[src/lcd_parser_regs.vh]
// Register map, reset values and command codes of the serial display command parser
`ifndef LCD_PARSER_REGS_VH
`define LCD_PARSER_REGS_VH

// Register byte offsets
`define OFS_DRAW_MODE      8'h00
`define OFS_STATUS         8'h04
`define OFS_NV_A           8'h08
`define OFS_NV_B           8'h0C

// Field positions of the persistent settings
`define NVA_BAUD_LSB       0
`define NVA_SPLASH_LSB     4
`define NVA_LINE_END_BIT   8
`define NVA_REVERSE_BIT    9
`define NVA_BACKLIGHT_LSB  16
`define NVB_SCROLL_LSB     0
`define NVB_RESUME_LSB     8
`define NVB_PAUSE_LSB      16
`define NVB_FONT_BIT       24

// Factory default values
`define DEF_BAUD_CODE      3'h6
`define DEF_SPLASH         2'h1
`define DEF_LINE_END       1'b0
`define DEF_REVERSE        1'b0
`define DEF_BACKLIGHT      8'h64
`define DEF_SCROLL         8'h00
`define DEF_RESUME         8'h14
`define DEF_PAUSE          8'hA6
`define DEF_FONT           1'b0
`define DEF_DRAW_MODE      8'h01
`define DEF_TEXT_MODE      8'h01

// Stream bytes and command codes
`define CMD_LEADER         8'h7C
`define CMD_ECHO           8'h17
`define CMD_ERASE          8'h05
`define CMD_RESTORE        8'h1F
`define CMD_PFILL          8'h06
`define CMD_MFILL          8'h46
`define CMD_TEXT_MODE      8'h0A
`define CMD_FONT_PERSIST   8'h08
`define CMD_FONT_TEMP      8'h48
`define CMD_BATCH_ENTER    8'h40
`define CMD_BATCH_EXIT     8'h41

// Mode byte fields
`define MODE_NORMAL_BIT    0
`define MODE_LOGIC_LSB     1
`define MODE_FILL_BIT      3
`define MODE_PROP_BIT      5

// Drawing operations handed to the renderer
`define OP_TEXT            2'h0
`define OP_ERASE           2'h1
`define OP_PFILL           2'h2
`define OP_MFILL           2'h3

`endif

[src/lcd_cmd_parser.v]
// Byte-stream command interpreter for a serial graphic display, with APB settings access
// Operation
// - Outside batch mode each command is leader byte, code, then parameters.
// - Echo command sends its parameter byte back on the serial output.
// - Echo waits until all earlier drawing work has finished.
// - Erase takes two corners and clears the rectangle honouring reverse.
// - Rectangles include both corner coordinates.
// - Restore defaults overwrites every persistent setting.
// - Defaults: 115200, info splash, line end 0, normal, 100%, 0, 20, 166.
// - Pattern fill uses a pattern byte; mode fill takes no pattern.
// - Pattern byte is an eight-row vertical stripe repeated everywhere.
// - Fill without pattern takes colour and fill from draw mode.
// - Text mode command sets text rendering mode, decoded like draw mode.
// - Proportional flag in text mode renders fixed font proportionally.
// - Font zero is the 6x8 font, font one the 4x6 font.
// - Persistent font code also stores default; temporary code does not.
// - Batch mode takes codes without leader byte.
// - Batch mode ends on exit code or a leader-prefixed command.
// - Mode byte: bit0 normal, field 2/4/6 OR/XOR/NAND, bit3 fill.
//
// Design decisions made here: register access over APB and the register addresses.
`include "lcd_parser_regs.vh"

module lcd_cmd_parser (
  input  wire        i_clk,
  input  wire        i_rst_b,
  input  wire        i_psel,
  input  wire        i_penable,
  input  wire        i_pwrite,
  input  wire [7:0]  i_paddr,
  input  wire [31:0] i_pwdata,
  output reg  [31:0] o_prdata,
  output wire        o_pready,
  output wire        o_pslverr,
  input  wire        i_rx_valid,
  input  wire [7:0]  i_rx_data,
  output wire        o_rx_ready,
  output wire        o_draw_valid,
  output reg  [1:0]  o_draw_op,
  output reg  [7:0]  o_draw_x1,
  output reg  [7:0]  o_draw_y1,
  output reg  [7:0]  o_draw_x2,
  output reg  [7:0]  o_draw_y2,
  output reg  [7:0]  o_draw_data,
  input  wire        i_draw_ready,
  input  wire        i_draw_busy,
  output wire        o_tx_valid,
  output reg  [7:0]  o_tx_data,
  input  wire        i_tx_ready,
  output wire        o_font_sel,
  output wire [7:0]  o_text_mode,
  output wire        o_text_normal,
  output wire [1:0]  o_text_logic,
  output wire        o_text_fill,
  output wire        o_text_prop,
  output wire        o_draw_normal,
  output wire [1:0]  o_draw_logic,
  output wire        o_draw_fill
);

  localparam [2:0] ST_IDLE  = 3'd0;
  localparam [2:0] ST_CODE  = 3'd1;
  localparam [2:0] ST_PARAM = 3'd2;
  localparam [2:0] ST_EXEC  = 3'd3;
  localparam [2:0] ST_DRAW  = 3'd4;
  localparam [2:0] ST_ECHO  = 3'd5;

  reg [2:0]  state_reg;
  reg [7:0]  code_reg;
  reg [2:0]  cnt_reg;
  reg [7:0]  par_reg [0:4];
  reg        batch_reg;
  reg        font_reg;
  reg [7:0]  draw_mode_reg;
  reg [7:0]  text_mode_reg;
  reg [31:0] nva_reg;
  reg [31:0] nvb_reg;
  reg        restore_pulse;

  // Parameter bytes that follow each code; unknown codes take none
  // pattern fill always takes its pattern byte
  function [2:0] param_count;
    input [7:0] code;
    begin
      case (code)
        `CMD_ECHO:         param_count = 3'd1;
        `CMD_ERASE:        param_count = 3'd4;
        `CMD_PFILL:        param_count = 3'd5;
        `CMD_MFILL:        param_count = 3'd4;
        `CMD_TEXT_MODE:    param_count = 3'd1;
        `CMD_FONT_PERSIST: param_count = 3'd1;
        `CMD_FONT_TEMP:    param_count = 3'd1;
        default:           param_count = 3'd0;
      endcase
    end
  endfunction

  // Logic field of a mode byte: 0 plain, 1 OR, 2 XOR, 3 NAND
  function [1:0] mode_logic;
    input [7:0] mode;
    begin
      mode_logic = mode[`MODE_LOGIC_LSB+1:`MODE_LOGIC_LSB];
    end
  endfunction

  wire rx_take = i_rx_valid && o_rx_ready;
  wire [2:0] rx_count = param_count(i_rx_data);

  assign o_rx_ready   = (state_reg == ST_IDLE) || (state_reg == ST_CODE) ||
                        (state_reg == ST_PARAM);
  assign o_draw_valid = (state_reg == ST_DRAW);
  // Echo leaves only once the renderer has drained earlier work
  // echo after drawing
  assign o_tx_valid   = (state_reg == ST_ECHO) && !i_draw_busy;

  assign o_font_sel    = font_reg;
  assign o_text_mode   = text_mode_reg;
  assign o_text_normal = text_mode_reg[`MODE_NORMAL_BIT];
  assign o_text_logic  = mode_logic(text_mode_reg);
  assign o_text_fill   = text_mode_reg[`MODE_FILL_BIT];
  assign o_text_prop   = text_mode_reg[`MODE_PROP_BIT];
  assign o_draw_normal = draw_mode_reg[`MODE_NORMAL_BIT];
  assign o_draw_logic  = mode_logic(draw_mode_reg);
  assign o_draw_fill   = draw_mode_reg[`MODE_FILL_BIT];

  // Corners sorted so the renderer always walks low to high, both ends included
  wire [7:0] ax = par_reg[0];
  wire [7:0] ay = par_reg[1];
  wire [7:0] bx = par_reg[2];
  wire [7:0] by = par_reg[3];

  // Byte parser and command execution
  always @(posedge i_clk) begin
    if (!i_rst_b) begin
      state_reg     <= ST_IDLE;
      code_reg      <= 8'h00;
      cnt_reg       <= 3'd0;
      batch_reg     <= 1'b0;
      font_reg      <= `DEF_FONT;
      text_mode_reg <= `DEF_TEXT_MODE;
      restore_pulse <= 1'b0;
      o_draw_op     <= `OP_TEXT;
      o_draw_x1     <= 8'h00;
      o_draw_y1     <= 8'h00;
      o_draw_x2     <= 8'h00;
      o_draw_y2     <= 8'h00;
      o_draw_data   <= 8'h00;
      o_tx_data     <= 8'h00;
    end else begin
      restore_pulse <= 1'b0;
      case (state_reg)
        ST_IDLE: begin
          if (rx_take) begin
            if (i_rx_data == `CMD_LEADER) begin
              batch_reg <= 1'b0;
              state_reg <= ST_CODE;
            end else if (batch_reg) begin
              code_reg  <= i_rx_data;
              cnt_reg   <= 3'd0;
              state_reg <= (rx_count == 3'd0) ? ST_EXEC : ST_PARAM;
            end else begin
              o_draw_op   <= `OP_TEXT;
              o_draw_data <= i_rx_data;
              state_reg   <= ST_DRAW;
            end
          end
        end
        ST_CODE: begin
          if (rx_take) begin
            code_reg  <= i_rx_data;
            cnt_reg   <= 3'd0;
            state_reg <= (rx_count == 3'd0) ? ST_EXEC : ST_PARAM;
          end
        end
        ST_PARAM: begin
          if (rx_take) begin
            par_reg[cnt_reg] <= i_rx_data;
            cnt_reg          <= cnt_reg + 3'd1;
            if (cnt_reg + 3'd1 == param_count(code_reg)) begin
              state_reg <= ST_EXEC;
            end
          end
        end
        ST_EXEC: begin
          o_draw_x1 <= (ax < bx) ? ax : bx;
          o_draw_x2 <= (ax < bx) ? bx : ax;
          o_draw_y1 <= (ay < by) ? ay : by;
          o_draw_y2 <= (ay < by) ? by : ay;
          state_reg <= ST_IDLE;
          case (code_reg)
            `CMD_ECHO: begin
              o_tx_data <= par_reg[0];
              state_reg <= ST_ECHO;
            end
            `CMD_ERASE: begin
              o_draw_op   <= `OP_ERASE;
              o_draw_data <= nva_reg[`NVA_REVERSE_BIT] ? 8'hFF : 8'h00;
              state_reg   <= ST_DRAW;
            end
            `CMD_PFILL: begin
              o_draw_op   <= `OP_PFILL;
              o_draw_data <= par_reg[4];
              state_reg   <= ST_DRAW;
            end
            `CMD_MFILL: begin
              o_draw_op   <= `OP_MFILL;
              o_draw_data <= draw_mode_reg;
              state_reg   <= ST_DRAW;
            end
            `CMD_TEXT_MODE: begin
              text_mode_reg <= par_reg[0];
            end
            `CMD_FONT_PERSIST, `CMD_FONT_TEMP: begin
              font_reg <= par_reg[0][0];
            end
            `CMD_RESTORE: begin
              restore_pulse <= 1'b1;
            end
            `CMD_BATCH_ENTER: begin
              batch_reg <= 1'b1;
            end
            `CMD_BATCH_EXIT: begin
              batch_reg <= 1'b0;
            end
            default: begin
              state_reg <= ST_IDLE;
            end
          endcase
        end
        ST_DRAW: begin
          if (i_draw_ready) begin
            state_reg <= ST_IDLE;
          end
        end
        ST_ECHO: begin
          if (o_tx_valid && i_tx_ready) begin
            state_reg <= ST_IDLE;
          end
        end
        default: begin
          state_reg <= ST_IDLE;
        end
      endcase
    end
  end

  // APB decode; zero wait states, unmapped offsets answer with an error
  wire apb_setup  = i_psel && !i_penable;
  wire apb_access = i_psel && i_penable;
  wire addr_hit   = (i_paddr == `OFS_DRAW_MODE) || (i_paddr == `OFS_STATUS) ||
                    (i_paddr == `OFS_NV_A) || (i_paddr == `OFS_NV_B);
  wire apb_wr     = apb_access && i_pwrite;
  wire font_store = (state_reg == ST_EXEC) && (code_reg == `CMD_FONT_PERSIST);

  assign o_pready  = 1'b1;
  assign o_pslverr = apb_access && !addr_hit;

  // Persistent settings and default draw mode; a command beats a same-cycle bus write
  always @(posedge i_clk) begin
    if (!i_rst_b) begin
      draw_mode_reg <= `DEF_DRAW_MODE;
      nva_reg       <= 32'h0000_0000;
      nvb_reg       <= 32'h0000_0000;
      nva_reg[`NVA_BAUD_LSB+2:`NVA_BAUD_LSB]           <= `DEF_BAUD_CODE;
      nva_reg[`NVA_SPLASH_LSB+1:`NVA_SPLASH_LSB]       <= `DEF_SPLASH;
      nva_reg[`NVA_BACKLIGHT_LSB+7:`NVA_BACKLIGHT_LSB] <= `DEF_BACKLIGHT;
      nvb_reg[`NVB_RESUME_LSB+7:`NVB_RESUME_LSB]       <= `DEF_RESUME;
      nvb_reg[`NVB_PAUSE_LSB+7:`NVB_PAUSE_LSB]         <= `DEF_PAUSE;
    end else begin
      if (apb_wr && (i_paddr == `OFS_DRAW_MODE)) begin
        draw_mode_reg <= i_pwdata[7:0];
      end
      if (restore_pulse) begin
        nva_reg <= 32'h0000_0000;
        nvb_reg <= 32'h0000_0000;
        nva_reg[`NVA_BAUD_LSB+2:`NVA_BAUD_LSB]           <= `DEF_BAUD_CODE;
        nva_reg[`NVA_SPLASH_LSB+1:`NVA_SPLASH_LSB]       <= `DEF_SPLASH;
        nva_reg[`NVA_LINE_END_BIT]                       <= `DEF_LINE_END;
        nva_reg[`NVA_REVERSE_BIT]                        <= `DEF_REVERSE;
        nva_reg[`NVA_BACKLIGHT_LSB+7:`NVA_BACKLIGHT_LSB] <= `DEF_BACKLIGHT;
        nvb_reg[`NVB_SCROLL_LSB+7:`NVB_SCROLL_LSB]       <= `DEF_SCROLL;
        nvb_reg[`NVB_RESUME_LSB+7:`NVB_RESUME_LSB]       <= `DEF_RESUME;
        nvb_reg[`NVB_PAUSE_LSB+7:`NVB_PAUSE_LSB]         <= `DEF_PAUSE;
        nvb_reg[`NVB_FONT_BIT]                           <= `DEF_FONT;
      end else begin
        if (apb_wr && (i_paddr == `OFS_NV_A)) begin
          nva_reg <= {8'h00, i_pwdata[23:16], 6'h00, i_pwdata[9:8], 2'h0,
                      i_pwdata[5:4], 1'b0, i_pwdata[2:0]};
        end
        if (apb_wr && (i_paddr == `OFS_NV_B)) begin
          nvb_reg <= {7'h00, i_pwdata[24:0]};
        end
        if (font_store) begin
          nvb_reg[`NVB_FONT_BIT] <= par_reg[0][0];
        end
      end
    end
  end

  // Read data captured in the setup phase, stable through the access phase
  always @(posedge i_clk) begin
    if (!i_rst_b) begin
      o_prdata <= 32'h0000_0000;
    end else if (apb_setup && !i_pwrite) begin
      case (i_paddr)
        `OFS_DRAW_MODE: o_prdata <= {24'h00_0000, draw_mode_reg};
        `OFS_STATUS:    o_prdata <= {16'h0000, text_mode_reg, 3'h0, font_reg,
                                     (state_reg == ST_ECHO), (state_reg == ST_DRAW),
                                     (state_reg != ST_IDLE), batch_reg};
        `OFS_NV_A:      o_prdata <= nva_reg;
        `OFS_NV_B:      o_prdata <= nvb_reg;
        default:        o_prdata <= 32'h0000_0000;
      endcase
    end
  end

endmodule

[config.mk]
export PLATFORM = sky130hd
export DESIGN_NAME = lcd_cmd_parser
export DESIGN_NICKNAME = d
export VERILOG_FILES = /design/src/lcd_cmd_parser.v
export VERILOG_INCLUDE_DIRS = /design/src
export SDC_FILE = /design/constraint.sdc
export NUM_CORES = 1
export LEC_CHECK = 0
export ABC_AREA = 1
export BUFFER_PORTS_ARGS = -buffer_cell sky130_fd_sc_hd__buf_2
export CORE_MARGIN = 2
export CORE_UTILIZATION = 35
export CTS_CLUSTER_SIZE = 8
export DETAILED_ROUTE_END_ITERATION = 8
export HOLD_SLACK_MARGIN = 0.12
export PLACE_DENSITY = 0.58
export REMOVE_ABC_BUFFERS = 1
export SYNTH_ARGS = -nofsm -noshare
export SYNTH_HDL_FRONTEND = slang
export SYNTH_SLANG_ARGS = --single-unit
[constraint.sdc]
create_clock -name i_clk -period 5.9 [get_ports i_clk]
set_input_delay 0.59 -clock i_clk [delete_from_list [all_inputs] [get_ports i_clk]]
set_output_delay 0.59 -clock i_clk [all_outputs]
set_load 0.03 [all_outputs]
* After elaboration in Yosys (flattened, before gate mapping)
Memories as Yosys holds them, arrays and structs flattened.
Index checks and enable logic that the tools add are counted.
** Cells by class
- Add/subtract/negate cells :: 1
- $mul :: 0
- Div/mod/pow operators :: 0
- $lt $le $gt $ge :: 2
- Eq/ne operators :: 39
- Shift operators :: 0
- Muxes and demuxes :: 54
- Bitwise gates (word level) :: 1
- Reduce and logical (&&, ||, !) cells :: 45
** Operators with widths (number)
- $pmux 25 s4 :: 1
- $mux 8 :: 12
- $eq 8x7->1 const B :: 7
- $eq 8x4->1 const B :: 6
- $mux 3 :: 16
- $eq 8x3->1 const B :: 5
- $pmux 8 s2 :: 2
- $pmux 3 s3 :: 3
- $mux 25 :: 1
- $eq 8x5->1 const B :: 3
- $pmux 8 s3 :: 1
- $pmux 3 s6 :: 1
- $lt 8x8->1 :: 2
- $ne 2x2->1 const B :: 7
- $logic_and 1x1->1 :: 12
- $reduce_and 6->1 :: 2
- $reduce_and 5->1 :: 2
- $mux 1 :: 9
- $logic_not 8->1 :: 1
- $reduce_and 2->1 :: 4
- $reduce_or 2->1 :: 4
- $reduce_or 4->1 :: 2
- $eq 3x2->1 const B :: 2
- $eq 3x3->1 const B :: 2
- other kinds (19) :: 35
** Word-level totals
- Register bits :: 155
- Latch bits :: 0
- Bits in writable memories :: 40
- ROM bits :: 0
- Bits of input ports :: 57
- Output and inout bits :: 105
- Word-level logic and storage cells :: 162
- Memories kept :: 1
** Memories
- par_reg :: depth 5, bits a word 8, rd ports 5, clocked after memory_dff 0, write ports 1, RTL line lcd_cmd_parser.v:71 : reg [7:0] par_reg [0:4];

* Depth between registers and ports, before layout
Gate-level depths: netlist of run 1.
- Word-level depth :: 11
- Gate-level depth with buffers :: 13
- Mapped depth without buffers :: 13

* Worst setup path before layout of run 1
Ideal clock, no wire load.
- Kind :: input to register
- Start :: input i_rst_b
- End :: memory par_reg[1][0] (enable)
- Library setup time :: 0.395 ns
- Data arrival time :: 2.091 ns
- Setup slack :: 3.414 ns
- Stages :: 6
- Cell sequence :: buf_2 inv_1 clkbuf_1 nor3_1 inv_1 nor4_1
** Between the ends
- Longest elaborated chain between the ends :: 2
** RTL lines
- from (decl) :: RTL line lcd_cmd_parser.v:26 : input wire i_rst_b,
- $mux 1 :: RTL line lcd_cmd_parser.v:134 : if (!i_rst_b) begin
- $mux 1 (implied by the code) :: RTL line lcd_cmd_parser.v:177 : par_reg[cnt_reg] <= i_rx_data;
- to (decl) :: RTL line lcd_cmd_parser.v:71
No other way between the ends.

* Worst setup path after layout of run 1
- Start :: input i_rst_b
- End :: memory par_reg[0][7] (enable)
The elaborated chain is that of the path after synthesis.

==> results of run 1 <==
## per-layer routing
layer	routed length, µm	share of wire	GRT usage
met1	10800	0.47	0.243
met2	10700	0.47	0.301
met3	1070	0.047	0.0335
met4	250	0.011	0.0416
met5	0	0	0
## kinds of logic after synthesis
| kind of cell | count (synthesis) |
|---|---|
| DFF | 188 |
| and+or+nand+nor | 375 |
| xor gates and xnor gates | 1 |
| adders and majority gates | 15 |
| AOI/OAI and AO/OA | 285 |
| buffers and inverters | 168 |
| other | 2 |
## area by class of cell
type | count | area, µm² | area share
Tap cell | 319 | 399 | 0.0407
Inverter | 104 | 390 | 0.0398
Clock buffer | 22 | 485 | 0.0495
Sequential cell | 188 | 4160 | 0.425
Multi-Input combinational cell | 684 | 3490 | 0.356
Timing Repair Buffer | 155 | 798 | 0.0815
Clock inverter | 9 | 75.1 | 0.00766
## power breakdown
group	switching (W)	internal (W)
combinational	0.000439	0.000183
clock	0.000515	0.000596
sequential	0.0000639	0.00139
## cell usage in the layout (no fill, tap or decap), types with 17 or more instances in the layout
cell type / instances
sky130_fd_sc_hd__nand3_1: 29
sky130_fd_sc_hd__o21ai_1: 17
sky130_fd_sc_hd__buf_2: 146
sky130_fd_sc_hd__o211ai_1: 33
sky130_fd_sc_hd__inv_1: 87
sky130_fd_sc_hd__nand2_1: 259
sky130_fd_sc_hd__clkbuf_16: 18
sky130_fd_sc_hd__o21ai_0: 66
sky130_fd_sc_hd__a21oi_1: 127
sky130_fd_sc_hd__edfxtp_1: 40
sky130_fd_sc_hd__dfxtp_1: 148
sky130_fd_sc_hd__nor2_1: 44
## cells in the mapped netlist, types with 2 or more instances
cell	n
sky130_fd_sc_hd__a31oi_1	8
sky130_fd_sc_hd__o21a_1	2
sky130_fd_sc_hd__a211oi_1	4
sky130_fd_sc_hd__nor3_2	2
sky130_fd_sc_hd__nand3_1	29
sky130_fd_sc_hd__a211oi_2	4
sky130_fd_sc_hd__inv_1	88
sky130_fd_sc_hd__dfxtp_1	148
sky130_fd_sc_hd__nor2_1	45
sky130_fd_sc_hd__o211ai_1	33
sky130_fd_sc_hd__nand2_2	4
sky130_fd_sc_hd__nand3b_1	2
sky130_fd_sc_hd__nand4_2	2
sky130_fd_sc_hd__nor4_1	6
sky130_fd_sc_hd__inv_2	15
sky130_fd_sc_hd__nand2_1	259
sky130_fd_sc_hd__o21ai_1	17
sky130_fd_sc_hd__nor3_1	7
sky130_fd_sc_hd__edfxtp_1	40
sky130_fd_sc_hd__nor2_4	5
sky130_fd_sc_hd__a21oi_1	127
sky130_fd_sc_hd__conb_1	2
sky130_fd_sc_hd__buf_4	19
sky130_fd_sc_hd__o21ai_0	66
sky130_fd_sc_hd__a22o_1	3
sky130_fd_sc_hd__buf_2	19
sky130_fd_sc_hd__ha_1	15
sky130_fd_sc_hd__nand4_1	5
sky130_fd_sc_hd__clkbuf_1	24
sky130_fd_sc_hd__o22ai_1	16
sky130_fd_sc_hd__nand3_2	2
sky130_fd_sc_hd__buf_6	2
## worst paths after layout
| path | endpoint | cells past startpoint | slack, ns | from |
|---|---|---|---|---|
| setup / recovery | par_reg[0][7] | 5 | 3.34 | i_rst_b |
| hold / removal | nvb_reg[10] | 3 | 0.39 | i_pwdata[10] |
| setup reg to reg | par_reg[0][7] | 4 | 3.34 | state_reg[1] |
| hold reg to reg | nvb_reg[6] | 2 | 0.45 | nvb_reg[6] |
## per-stage QoR
step / total power [W] / utilization / setup slack, ns / std cells / hold slack, ns
after detailed placement: 0.00210 / 0.394 / 2.93 / 1450 / 0.445
after floorplan: 0.00190 / - / 2.93 / 976 / 0.427
after global placement: 0.00210 / 0.394 / 2.98 / 1450 / 0.434
after CTS: 0.00320 / 0.417 / 3.37 / 1481 / 0.378
final: 0.00318 / 0.417 / 3.34 / 1481 / 0.388
after global routing: 0.00333 / 0.417 / 3.16 / 1481 / 0.397
## critical path, cell delays in order
cell and delay, ns:
sky130_fd_sc_hd__buf_2 0.54, sky130_fd_sc_hd__inv_2 0.07, sky130_fd_sc_hd__nor3_1 0.27, sky130_fd_sc_hd__nand2_1 0.13, sky130_fd_sc_hd__nor3_1 0.98
==> flow_metrics.tcl, run 1 <==
set metrics [dict create \
    setup_total_negative_slack_ns 0 \
    post_synth_mux_area_share 0 \
    gp_routability_congestion 0.855 \
    wirelength_um 22700 \
    clk_root_buffer_cell "sky130_fd_sc_hd__clkbuf_16" \
    ys.flop_type "sky130_fd_sc_hd__dfxtp_1" \
    post-synth-top-area-cell "sky130_fd_sc_hd__dfxtp_1" \
    hold_viol 0 \
    max_freq_mhz 390 \
    grt.total_usage 0.180 \
    antenna_violations_before_repair 0 \
    start_util 0.356 \
    routed-via-count 7168 \
    crit_type "input pin to flip-flop" \
    post_route_clock_skew_ns 0.00958 \
    ir_worst_vdd_v 0.000190 \
    ys_ff_latch 188 \
    cts_tree "yes" \
    die_w_um 159 \
    largest_register_ff_count 40 \
    yosysTopAreaCellShare 0.354 \
    num_antenna_cells 0 \
    synth-simple-area-share 0.196 \
    min_path_type "input pin to flip-flop" \
    cts_buffers 17 \
    synth_area_mm2 0.00837 \
    post_cts_repair_timing_setup_buffer_count 0 \
    area.growth.synth_to_final_pct 17.1 \
    cts_hold_repair.buffers 0 \
    first_global_vias 6621 \
    core.rowCount 56 \
    synthXorXnorAreaFrac 0.00105 \
    cts_max_path_buffers 2 \
    port_buffers 146 \
    detail-route-antenna-nets 0 \
    setup_viol 0 \
    maxSlewHeadroom 0.140 \
    num-fill-cells 2423 \
    dieHeight_um 159 \
    cts.sink_count 188 \
    post_synth_fa_ha_maj_area_fraction 0.0224 \
    worst_ep_arrival_time_ns 2.60 \
    worstPathRequired_ns 5.93 \
    rsz0062_at_grt "no" \
    synth.yosys.warnings 0 \
    finalNetCount 1222 \
    slew_viol_final 0 \
    syn_inst 1034 \
    max_cap_viol_count 0 \
    die-area_mm2 0.0252 \
    detailedPlacementHpwl_um 15500 \
    drt_iter0_markers 324 \
    post-route-period-util 0.435 \
    cts.reportedPaths.clkPinSlew_ns 0.07 \
    finalInstanceArea_mm2 0.00980 \
    power_density_mw_per_mm2 325 \
    worst_setup_path_end_kind "flip-flop" \
    drc_errors 0 \
    synth_async_sr_flop_share 0 \
    yosys.cell_types.count 46 \
    cts-resized-gates 0 \
    grt_max_degree 74 \
    placement.cell_area_mm2 0.00924 \
    synth_area_in_compound_gates 0.193 \
    max_slew.worst_pin.slew_ns 1.28 \
    grt_pass1_wl_um 35000 \
    final_period_minus_worst_setup_slack_ns 2.56 \
    run_status "finished clean" \
    synth_top_cells_by_area "sky130_fd_sc_hd__dfxtp_1 35%, sky130_fd_sc_hd__edfxtp_1 14%, sky130_fd_sc_hd__nand2_1 12%, sky130_fd_sc_hd__a21oi_1 7.6%, sky130_fd_sc_hd__inv_1 3.9%" \
    design.core.area_mm2 0.0235 \
    gr-total-overflow 0 \
    synth_sequential_area_ratio 0.498 \
    detail_route.wl_per_cell_um 15.4 \
    design.portCount 162 \
    synth_top_family_by_area "simple AND/OR/NAND/NOR gates" \
    avgSynthCellArea_um2 8.09 \
    layout-drive-gt1-share 0.197 \
    crit_path_start_kind "input pin" \
    critPathMaxFanout 37 \
    routed_via_density 4.84 \
    clock_latency_ns 0.42 \
    h-tree-depth 4 \
    number_of_enable_type_register_cells_in_the_synthesized_netlist 40 \
    tritonroute_pass_1_iters 6 \
    leakagePower_nw 4.09 \
]
Power figures use the tool's default switching activity.
==> run 2, diff against run 1 <==
- ABC_AREA: 1 -> 0
- PLACE_DENSITY: 0.58 -> 0.6
- clock period: 5.9 -> 2.29 ns (I/O delays scaled with it)
==> flow_metrics.tcl, run 2 <==
set metrics [dict create \
    leakagePower_nw 4.48 \
    number_of_enable_type_register_cells_in_the_synthesized_netlist 40 \
    post_cts_repair_timing_setup_buffer_count 0 \
    crit_path_start_kind "flip-flop" \
    clk_root_buffer_cell "sky130_fd_sc_hd__clkbuf_16" \
    syn_inst 907 \
    grt.total_usage 0.181 \
    min_path_type "input pin to flip-flop" \
    grt_pass1_wl_um 36900 \
    detail_route.wl_per_cell_um 16.7 \
    ys_ff_latch 188 \
    drc_errors 0 \
    routed_via_density 5.14 \
    rsz0062_at_grt "no" \
    synth_area_mm2 0.00856 \
    first_global_vias 6679 \
    final_period_minus_worst_setup_slack_ns 2.11 \
    maxSlewHeadroom 0.635 \
    max_freq_mhz 475 \
    yosysTopAreaCellShare 0.346 \
    layout-drive-gt1-share 0.228 \
    drt_iter0_markers 386 \
    die_w_um 160 \
    critical_path.max_stage_delay_ns 0.52 \
    final_core_utilization 0.438 \
    ys.flop_type "sky130_fd_sc_hd__dfxtp_1" \
    finalWorstSetupSlack_ns 0.183 \
    design.portCount 162 \
    cts_max_path_buffers 2 \
    clock_latency_ns 0.43 \
    power_density_mw_per_mm2 658 \
    max_slew.worst_pin.slew_ns 0.547 \
    crit_path_top_delay_cell "sky130_fd_sc_hd__dfxtp_1" \
    dieHeight_um 160 \
    finalNetCount 1141 \
    post-route-period-util 0.920 \
    hold_viol 0 \
    ir_worst_vdd_v 0.000617 \
    yosys.cell_types.count 67 \
    worstPathRequired_ns 2.57 \
    core.rowCount 57 \
    port_buffers 146 \
    tritonroute_pass_1_iters 5 \
    detail-route-antenna-nets 0 \
    final_cell_mix "148 x sky130_fd_sc_hd__dfxtp_1, 146 x sky130_fd_sc_hd__buf_2, 115 x sky130_fd_sc_hd__nand2_1, 84 x sky130_fd_sc_hd__nor2_1, 60 x sky130_fd_sc_hd__a21oi_1" \
    cells_along_the_critical_path "and3b_2 > buf_4 > nand3b_1 > or3_1 > nand2_1 > nand3_1" \
    antenna_violations_before_repair 0 \
    yosys.cell_count.top_type "sky130_fd_sc_hd__dfxtp_1" \
    crit_type "flip-flop to flip-flop" \
    post_route_clock_skew_ns 0.0117 \
    cts.sink_count 188 \
    max_cap_viol_count 0 \
    cts_buffers 17 \
    run_status "finished clean" \
    grt_max_degree 82 \
    design.core.area_mm2 0.0242 \
    synth_sequential_area_ratio 0.487 \
    die-area_mm2 0.0257 \
    num-fill-cells 2372 \
    preCtsSetupSlack_ns 0.134 \
    post-synth-top-area-cell "sky130_fd_sc_hd__dfxtp_1" \
    mostFrequentLayoutCell "sky130_fd_sc_hd__dfxtp_1" \
    worst_setup_path_end_kind "flip-flop" \
    routed-via-count 7227 \
    synth_async_sr_flop_share 0 \
    h-tree-depth 4 \
    start_util 0.354 \
    gp_routability_congestion 0.827 \
    wirelength_um 23500 \
    num_antenna_cells 0 \
    critPathMaxFanout 17 \
    cts.reportedPaths.clkPinSlew_ns 0.08 \
    synth.top_cells.by_count "148 x sky130_fd_sc_hd__dfxtp_1, 115 x sky130_fd_sc_hd__nand2_1, 84 x sky130_fd_sc_hd__nor2_1, 60 x sky130_fd_sc_hd__a21oi_1, 56 x sky130_fd_sc_hd__mux2i_1" \
    cts_tree "yes" \
    avgSynthCellArea_um2 9.44 \
    largest_register_ff_count 40 \
    synth.yosys.warnings 0 \
    slew_viol_final 0 \
    setup_viol 0 \
    area.growth.synth_to_final_pct 23.7 \
    detailedPlacementHpwl_um 16500 \
    worst_ep_arrival_time_ns 2.38 \
    gr-total-overflow 0 \
    synth_top_cells_by_area "sky130_fd_sc_hd__dfxtp_1 35%, sky130_fd_sc_hd__edfxtp_1 14%, sky130_fd_sc_hd__mux2i_1 6.5%, sky130_fd_sc_hd__nand2_1 5.0%, sky130_fd_sc_hd__nor2_1 3.7%" \
]
run 2: cells by family (layout without fill, tap and decap cells):
group / Yosys count / count (layout) / share of synthesized area
AOI/OAI and AO/OA: 238 / 238 / 0.181
and+or+nand+nor: 297 / 297 / 0.169
buffers and inverters: 100 / 269 / 0.0556
xor gates and xnor gates: 2 / 2 / 0.00205
other: 2 / 8 / 0.000878
muxes: 65 / 65 / 0.0826
adders and majority gates: 15 / 15 / 0.0219
DFF: 188 / 188 / 0.487
run 2: per-stage QoR:
step	instances	hold slack, ns	instance area [µm²]	setup TNS (ns)	total power, W
3_5_place_dp	1349	0.442	9720	0	0.00397
6_report	1406	0.168	10600	0	0.00696
4_1_cts	1406	0.150	10600	0	0.00703
2_1_floorplan	833	0.291	8180	-30.03	0.00374
5_1_grt	1406	0.155	10600	0	0.00721
3_3_place_gp	1349	0.439	9720	0	0.00397
run 2: final cells by class:
| type | instances | area (µm²) | share of cell area |
|---|---|---|---|
| clock inverter | 13 | 151 | 0.0143 |
| clock buffer | 19 | 454 | 0.0429 |
| sequential | 188 | 4160 | 0.393 |
| multi-input combinational | 625 | 3950 | 0.373 |
| tap | 324 | 405 | 0.0383 |
| inverter | 20 | 75.1 | 0.00709 |
| timing repair buffer | 217 | 1390 | 0.131 |
run 2: final timing paths:
| kind | startpoint | endpoint | slack [ns] | cells after the start |
|---|---|---|---|---|
| worst min-delay path | i_rx_data[3] | par_reg[1][3] | 0.17 | 1 |
| worst max register to register | state_reg[1] | o_text_mode[0] | 0.18 | 6 |
| worst min register to register | o_tx_data[6] | o_tx_data[6] | 0.45 | 2 |
| worst max-delay path | state_reg[1] | o_text_mode[0] | 0.18 | 6 |
run 2: metal layers:
| layer | vias up | routed length [µm] | track usage | share of wire |
|---|---|---|---|---|
| met5 | - | 0 | 0 | 0 |
| met4 | 0 | 487 | 0.0618 | 0.021 |
| met3 | 25 | 902 | 0.0292 | 0.038 |
| met2 | 172 | 11300 | 0.300 | 0.48 |
| met1 | 3441 | 10800 | 0.242 | 0.46 |
| li1 | 3589 | - | - | - |
run 2: power by group:
part | switching (W) | internal (W) | total, W
Clock | 0.00133 | 0.00170 | 0.00303
Combinational | 0.000319 | 0.000176 | 0.000495
Sequential | 0.0000299 | 0.00340 | 0.00343
Total | 0.00168 | 0.00528 | 0.00696
run 2: what timing repair did:
item,in CTS,in global routing
resized for setup,0,3
hold buffers,25,0
hold endpoints to repair,47,0
endpoints found under the setup margin,0,5
run 2: worst max-delay path: cells and delay by family, from the launching register on:
kind | cells | cell delay, ns
buffers and inverters | 1 | 0.26
flip-flops | 1 | 0.52
AND/OR/NAND/NOR | 5 | 1.18
